$ cat src/include/opd_consts.svh
// constants for the output pre-driver control block
`ifndef OPD_CONSTS_SVH
`define OPD_CONSTS_SVH
`define OPD_NUM_CH 8
`define OPD_SAFETY_CH 5
`define OPD_SIDE_RST 1'b0
`define OPD_FET_RST 1'b0
`define OPD_GCC_EXT 2'b00
`define OPD_GCC_20MA 2'b01
`define OPD_GCC_5MA 2'b10
`define OPD_GCC_1MA 2'b11
`define OPD_TSW_GC_NS 100
`define OPD_CLK_PERIOD_NS 10
`define OPD_TSW_GC_CYC ((`OPD_TSW_GC_NS) / (`OPD_CLK_PERIOD_NS))
`endif

$ cat src/include/opd_pkg.sv
// types for the output pre-driver control block
package opd_pkg;
    typedef enum logic [1:0] {
        OPD_DRV_TRI = 2'b00,
        OPD_DRV_PULL_UP = 2'b01,
        OPD_DRV_PULL_DOWN = 2'b10
    } opd_drive_t;
    typedef struct packed {
        logic side_high;
        logic fet_p;
        logic out_en;
        logic src_soft;
        logic soft_on;
        logic [1:0] gcc;
    } opd_ch_cfg_t;
    typedef struct packed {
        logic pull_up_en;
        logic pull_down_en;
        logic [1:0] gcc;
    } opd_ch_drv_t;
endpackage

$ cat src/rtl/opd_sync3.sv
// three-stage pin synchroniser with agreement on the last two stages
`timescale 1ns/1ps
module opd_sync3 #(
    parameter int W = 8,
    parameter logic [W-1:0] RST = '1
) (
    // clock and reset
    input wire logic clk_i,
    input wire logic srst_i,
    // pin side
    input wire logic [W-1:0] async_i,
    // synchronous side
    output logic [W-1:0] sync_o
);
    logic [W-1:0] s1_r;
    logic [W-1:0] s2_r;
    logic [W-1:0] s3_r;
    wire [W-1:0] agree = ~(s2_r ^ s3_r);
    always_ff @(posedge clk_i) begin
        if (srst_i) begin
            s1_r <= RST;
            s2_r <= RST;
            s3_r <= RST;
            sync_o <= RST;
        end else begin
            s1_r <= async_i;
            s2_r <= s1_r;
            s3_r <= s2_r;
            sync_o <= (agree & s3_r) | (~agree & sync_o);
        end
    end
endmodule

$ cat src/rtl/opd_predriver.sv
// eight-channel output pre-driver control logic
`timescale 1ns/1ps
`include "opd_consts.svh"
module opd_predriver
    import opd_pkg::*;
#(
    parameter int NCH = `OPD_NUM_CH
) (
    // clock and reset
    input wire logic clk_i,
    input wire logic srst_i,
    input wire logic external_reset_n_i,
    // configuration
    input wire logic [NCH-1:0] channel_side_select_i,
    input wire logic [NCH-1:0] fet_type_select_i,
    input wire logic [NCH-1:0] channel_output_enable_i,
    input wire logic [NCH-1:0] control_source_select_i,
    input wire logic [NCH-1:0] soft_on_command_i,
    input wire logic [2*NCH-1:0] gate_current_code_i,
    input wire logic cfg_write_i,
    // pins
    input wire logic [NCH-1:0] pin_on_control_n_i,
    input wire logic safety_enable_pin_i,
    // status
    input wire logic status_read_i,
    output logic safety_enable_level_o,
    output logic safety_disable_sticky_o,
    // gate drive
    output logic [NCH-1:0] gate_pull_up_o,
    output logic [NCH-1:0] gate_pull_down_o,
    output logic [NCH-1:0] gate_drive_oe_o,
    output logic [2*NCH-1:0] gate_current_sel_o,
    output logic [NCH-1:0] cfg_side_high_o,
    output logic [NCH-1:0] cfg_fet_p_o
);
    opd_ch_cfg_t cfg_r [NCH];
    logic [NCH-1:0] pin_n_s;
    logic [1:0] ctl_s;
    logic rst_all;
    logic safety_s;
    logic ext_rst_n_s;
    logic sticky_r;
    logic [NCH-1:0] eff_en;
    logic [NCH-1:0] fet_on;

    opd_sync3 #(.W(NCH), .RST({NCH{1'b1}})) u_pin_sync (
        .clk_i(clk_i),
        .srst_i(srst_i),
        .async_i(pin_on_control_n_i),
        .sync_o(pin_n_s)
    );
    opd_sync3 #(.W(2), .RST(2'b01)) u_ctl_sync (
        .clk_i(clk_i),
        .srst_i(srst_i),
        .async_i({safety_enable_pin_i, external_reset_n_i}),
        .sync_o(ctl_s)
    );
    assign safety_s = ctl_s[1];
    assign ext_rst_n_s = ctl_s[0];
    assign rst_all = srst_i | ~ext_rst_n_s;

    // per-channel decode
    function automatic logic chan_on(input opd_ch_cfg_t c, input logic pin_n);
        chan_on = c.src_soft ? c.soft_on : ~pin_n;
    endfunction

    genvar g;
    generate
        for (g = 0; g < NCH; g++) begin : g_ch
            if (g == `OPD_SAFETY_CH) begin : g_safe
                assign eff_en[g] = cfg_r[g].out_en & safety_s;
            end else begin : g_norm
                assign eff_en[g] = cfg_r[g].out_en;
            end
            assign fet_on[g] = chan_on(cfg_r[g], pin_n_s[g]);
        end
    endgenerate

    // configuration registers, reset to low-side nfet and disabled
    always_ff @(posedge clk_i) begin
        for (int i = 0; i < NCH; i++) begin
            if (rst_all) begin
                cfg_r[i] <= '{side_high: `OPD_SIDE_RST, fet_p: `OPD_FET_RST, out_en: 1'b0,
                              src_soft: 1'b0, soft_on: 1'b0, gcc: `OPD_GCC_EXT};
            end else if (cfg_write_i) begin
                cfg_r[i] <= '{side_high: channel_side_select_i[i],
                              fet_p: fet_type_select_i[i],
                              out_en: channel_output_enable_i[i],
                              src_soft: control_source_select_i[i],
                              soft_on: soft_on_command_i[i],
                              gcc: gate_current_code_i[2*i +: 2]};
            end
        end
    end

    // safety status; a new disable event wins over a readout clear
    always_ff @(posedge clk_i) begin
        if (rst_all) begin
            sticky_r <= 1'b0;
            safety_enable_level_o <= 1'b0;
        end else begin
            safety_enable_level_o <= safety_s;
            if (cfg_r[`OPD_SAFETY_CH].out_en & ~safety_s) begin
                sticky_r <= 1'b1;
            end else if (status_read_i) begin
                sticky_r <= 1'b0;
            end
        end
    end
    assign safety_disable_sticky_o = sticky_r;

    // gate drive outputs, registered; current code passes in one cycle
    always_ff @(posedge clk_i) begin
        for (int i = 0; i < NCH; i++) begin
            if (rst_all) begin
                gate_drive_oe_o[i] <= 1'b0;
                gate_pull_up_o[i] <= 1'b0;
                gate_pull_down_o[i] <= 1'b0;
                gate_current_sel_o[2*i +: 2] <= `OPD_GCC_EXT;
                cfg_side_high_o[i] <= `OPD_SIDE_RST;
                cfg_fet_p_o[i] <= `OPD_FET_RST;
            end else begin
                gate_drive_oe_o[i] <= eff_en[i];
                // nfet charges gate to turn on; pfet pulls gate down to turn on
                gate_pull_up_o[i] <= eff_en[i] & (fet_on[i] ^ cfg_r[i].fet_p);
                gate_pull_down_o[i] <= eff_en[i] & ~(fet_on[i] ^ cfg_r[i].fet_p);
                gate_current_sel_o[2*i +: 2] <= cfg_r[i].gcc;
                cfg_side_high_o[i] <= cfg_r[i].side_high;
                cfg_fet_p_o[i] <= cfg_r[i].fet_p;
            end
        end
    end

    // checks
    localparam int TSW = `OPD_TSW_GC_CYC;
    a_tri_when_off: assert property (@(posedge clk_i) disable iff (rst_all)
        !eff_en[0] |=> !gate_drive_oe_o[0] && !gate_pull_up_o[0] && !gate_pull_down_o[0])
        else $error("channel 0 drives while disabled");
    a_safety_and: assert property (@(posedge clk_i) disable iff (rst_all)
        !safety_s |=> !gate_drive_oe_o[`OPD_SAFETY_CH])
        else $error("safety channel enabled with pin low");
    a_sticky_set: assert property (@(posedge clk_i) disable iff (rst_all)
        cfg_r[`OPD_SAFETY_CH].out_en && !safety_s |=> safety_disable_sticky_o)
        else $error("sticky bit not set");
    a_sticky_clr: assert property (@(posedge clk_i) disable iff (rst_all)
        status_read_i && !(cfg_r[`OPD_SAFETY_CH].out_en && !safety_s)
        |=> !safety_disable_sticky_o)
        else $error("sticky bit not cleared on read");
    a_level_rpt: assert property (@(posedge clk_i) disable iff (rst_all)
        !$past(rst_all) |-> safety_enable_level_o == $past(safety_s))
        else $error("safety level wrong");
    a_pin_ctl: assert property (@(posedge clk_i) disable iff (rst_all)
        eff_en[1] && !cfg_r[1].src_soft && !cfg_r[1].fet_p
        |=> gate_pull_up_o[1] == !$past(pin_n_s[1]))
        else $error("pin control wrong");
    a_soft_ctl: assert property (@(posedge clk_i) disable iff (rst_all)
        eff_en[4] && cfg_r[4].src_soft && !cfg_r[4].fet_p
        |=> gate_pull_up_o[4] == $past(cfg_r[4].soft_on))
        else $error("soft control wrong");
    a_gcc_apply: assert property (@(posedge clk_i) disable iff (rst_all)
        $changed(cfg_r[3].gcc) |-> ##[1:TSW] gate_current_sel_o[7:6] == cfg_r[3].gcc)
        else $error("gate current code late");
    a_reset_off: assert property (@(posedge clk_i)
        rst_all |=> gate_drive_oe_o == '0 && !safety_disable_sticky_o)
        else $error("outputs live after reset");
    a_one_source: assert property (@(posedge clk_i) disable iff (rst_all)
        gate_drive_oe_o[4] |-> gate_pull_up_o[4] != gate_pull_down_o[4])
        else $error("gate drive not exclusive");
endmodule

$ cat config.mk
export PLATFORM = sky130hd
export DESIGN_NAME = opd_predriver
export DESIGN_NICKNAME = d
export VERILOG_FILES = /design/src/include/opd_pkg.sv /design/src/rtl/opd_sync3.sv /design/src/rtl/opd_predriver.sv
export VERILOG_INCLUDE_DIRS = /design/src /design/src/include
export SDC_FILE = /design/constraint.sdc
export NUM_CORES = 1
export LEC_CHECK = 0
export BUFFER_PORTS_ARGS = -buffer_cell sky130_fd_sc_hd__buf_2
export CAP_MARGIN = 20
export CORE_MARGIN = 2
export CORE_UTILIZATION = 36
export DETAILED_ROUTE_END_ITERATION = 7
export PLACE_DENSITY = 0.64
export SLEW_MARGIN = 20
export SYNTH_ARGS = -nofsm -noshare
export SYNTH_HDL_FRONTEND = slang
export SYNTH_HIERARCHICAL = 1
export SYNTH_SLANG_ARGS = --single-unit
$ cat constraint.sdc
create_clock -name clk_i -period 7.5 [get_ports clk_i]
set_clock_uncertainty 0.2 [all_clocks]
set_input_delay 1.125 -clock clk_i [delete_from_list [all_inputs] [get_ports clk_i]]
set_output_delay 1.125 -clock clk_i [all_outputs]
set_load 0.01 [all_outputs]
==> flow_summary.ini <==
[synth]
async_flop_share_pct = 0
synth_edf_count = 56
ys_seq_elements = 154
synthCells = 392
netlist_area_mm2 = 0.005112
synth_common_cells = 98 x dfxtp_1, 58 x and3_1, 56 x edfxtp_1, 34 x and2_1, 27 x or2_1
synth_top_area_share_pct = 38.37
ys_seq_area_share_pct = 71.27
synth.area.top_cells = dfxtp_1 38%, edfxtp_1 33%, and3_1 7.1%
syn_area_per_cell_um2 = 13.04
yosysTopAreaCell = dfxtp_1
synth_most_common_cell = dfxtp_1
synthDistinctLibCells = 27
ys.flop_type = dfxtp_1
synth.net_count = 462
ys_warn_count = 6

[power_and_ir_drop]
combinationalPowerShare_pct = 5.0
p_seq_share_pct = 50.4
netSwitchingFraction_pct = 20.06
p_int_w = 0.001463
ir_worst_vdd_mv = 0.1549
p_clk_share_pct = 44.5
power.density_mw_per_mm2 = 284.6
p_switching_w = 0.0003671
p_leak_nw = 3.057

[outcome]
status = finished clean

[worst_setup_path]
rr_endpoint = cfg_r[1][23]
end_kind = register
rrSetupSlack_ps = 5540
crit_start = cfg_write_i
path_max_fanout = 57
cp.depth = 3
cp-endpoint = cfg_r[1][23]
cpPeakStageDelay_ps = 670
cp_top_family = buffers and inverters
arrival_ps = 2850
worstPathCellList = buf_2 -> nand2b_2 -> buf_4
critPathRequiredTime_ps = 7370
slowest_stage = nand2b_2
path_class = input port to register
rr_worst_depth = 3
startpoint_type = input port
path_buf_inv = 2

[cts]
cts_buffers = 17
cts.clk_slew.worst_paths_ps = 60
clkSinkCount = 154
cts.repair.resized = 0
root_buffer = clkbuf_16
worstSkewPairLatency_ps = 410
cts.path.max_buffers = 2
cts_setup_buffers = 0
hold_buffers = 0
htreeDepth = 4
cts_tree = yes

[detailed_routing]
routed_via_density = 4.314
wirelength_um = 8929
vias = 3076
ant_nets = 0
drtIter0Drc = 153
wl_per_cell_um = 12.52
drt_pass1_iterations = 4
drc = 0

[place]
pre_cts_ws_ps = 4022
place.gp.congestion = 0.7359
port_buffers = 127
dp_hpwl_um = 6124

[sta]
fin_ws_ps = 4513
holdWs_ps = 203.6
slew_headroom_pct = 47.56
final.setup.tns_ps = 0
slew_violations = 0
worst_pin_slew_ps = 786.5
hold_viol_final = 0
min_period_over_period_pct = 39.83
setup_viol = 0
fmax_ghz = 0.3347
rsz0062_at_grt = no
fin_crit_ps = 2987

[floorplan]
design.portCount = 128
die_w_um = 123.2
rows = 43
core-area_mm2 = 0.01388
initial_core_util_pct = 36.83
die_height_um = 123.2
die_area_mm2 = 0.01517

[grt]
antenna_found_initial = 0
grt_overflow = 0
grt_pass1_wl_um = 13340
grt_pass1_vias = 2820
track_usage_pct = 11.97
grt_max_degree = 99

[min_path]
hp-class = register to register

[layout]
drive_gt1_share_pct = 30.96
diodes = 0
syn_to_final_growth_pct = 25.77
nets = 590

[flow_run]
maxCapViolCount = 0
[placed cells by master, fill, tap and decap left out, types with 16 or more instances in the layout]
cell type,Yosys,final
a21oi_1,16,16
dfxtp_1,98,98
edfxtp_1,56,56
and3_1,58,58
nor2b_1,19,19
clkbuf_16,0,21
buf_2,1,127
or2_1,27,27
and2_1,34,34
[worst min-delay path by stage]
stage                       startpoint                 end  slack [ps]  depth (start not counted)
global route        u_pin_sync/s1_r[2]  u_pin_sync/s2_r[2]         210                          1
floorplan           u_pin_sync/s1_r[0]  u_pin_sync/s2_r[0]         180                          1
global placement    u_pin_sync/s1_r[4]  u_pin_sync/s2_r[4]         190                          1
CTS                 u_pin_sync/s1_r[5]  u_pin_sync/s2_r[5]         200                          1
finish              u_pin_sync/s1_r[4]  u_pin_sync/s2_r[4]         200                          1
detailed placement  u_pin_sync/s1_r[5]  u_pin_sync/s2_r[5]         190                          1
[metal layers]
| layer | track usage, % | vias up | wire [um] |
|---|---|---|---|
| li1 | - | 1595 | - |
| met1 | 14.82 | 1380 | 4112 |
| met2 | 17.99 | 90 | 3990 |
| met3 | 4.659 | 11 | 676 |
| met4 | 6.392 | 0 | 149 |
| met5 | 0 | - | 0 |
[cells by family (layout without fill, tap and decap cells)]
kind of cell | count (synthesis) | after routing | synth area share (%)
buffers and inverters | 29 | 170 | 3.500
AO/OA/AOI/OAI | 37 | 37 | 4.283
flip-flops | 154 | 154 | 71.27
AND/OR/NAND/NOR | 172 | 172 | 20.95
[power by group through the flow]
| stage | sequential [W] | clock [W] | combinational [W] |
|---|---|---|---|
| floorplan | 0.000946 | 0 | 0.0000488 |
| global placement | 0.000940 | 0 | 0.0000928 |
| detailed placement | 0.000941 | 0 | 0.0000943 |
| CTS | 0.000923 | 0.000831 | 0.0000946 |
| global route | 0.000927 | 0.000867 | 0.000104 |
| finish | 0.000923 | 0.000815 | 0.0000923 |
[metrics by stage]
stage | total power, W | cells | cell area [um^2] | util (%)
after global placement | 0.001033 | 681 | 5846 | 42.11
after CTS | 0.001849 | 713 | 6430 | 46.32
after global routing | 0.001898 | 713 | 6430 | 46.32
final | 0.001830 | 713 | 6430 | 46.32
after floorplan | 0.0009945 | 392 | 5112 | -
after detailed placement | 0.001036 | 681 | 5846 | 42.11
[cell type report]
class	count	area (um^2)
inverters	9	33.78
repair buffers	129	650.6
fillers	1286	7451
well taps	180	225.2
multi-input cells	209	1292
clock inverters	5	26.28
clock buffers	27	558.0
flip-flops and latches	154	3643
[worst reg2reg max path: stages, from the launching register on]
cell      delay, ps
dfxtp_1         320
nor2b_4         130
nand2b_2        490
buf_4           470
[registers in the layout, indices dropped and copies added (netlist names), named ones only]
| register | cells |
|---|---|
| u_ctl_sync/s2_r | 2 |
| gate_pull_down_o | 8 |
| cfg_fet_p_o | 8 |
| u_pin_sync/s1_r | 8 |
| cfg_side_high_o | 8 |
| gate_drive_oe_o | 8 |
| u_pin_sync/s3_r | 8 |
| safety_enable_level_o | 1 |
| cfg_r | 56 |
| gate_current_sel_o | 16 |
| gate_pull_up_o | 8 |
| u_pin_sync/s2_r | 8 |
| u_ctl_sync/s3_r | 2 |
| safety_disable_sticky_o | 1 |
| u_ctl_sync/s1_r | 2 |
Note: power is estimated with default switching activity, not from simulation.
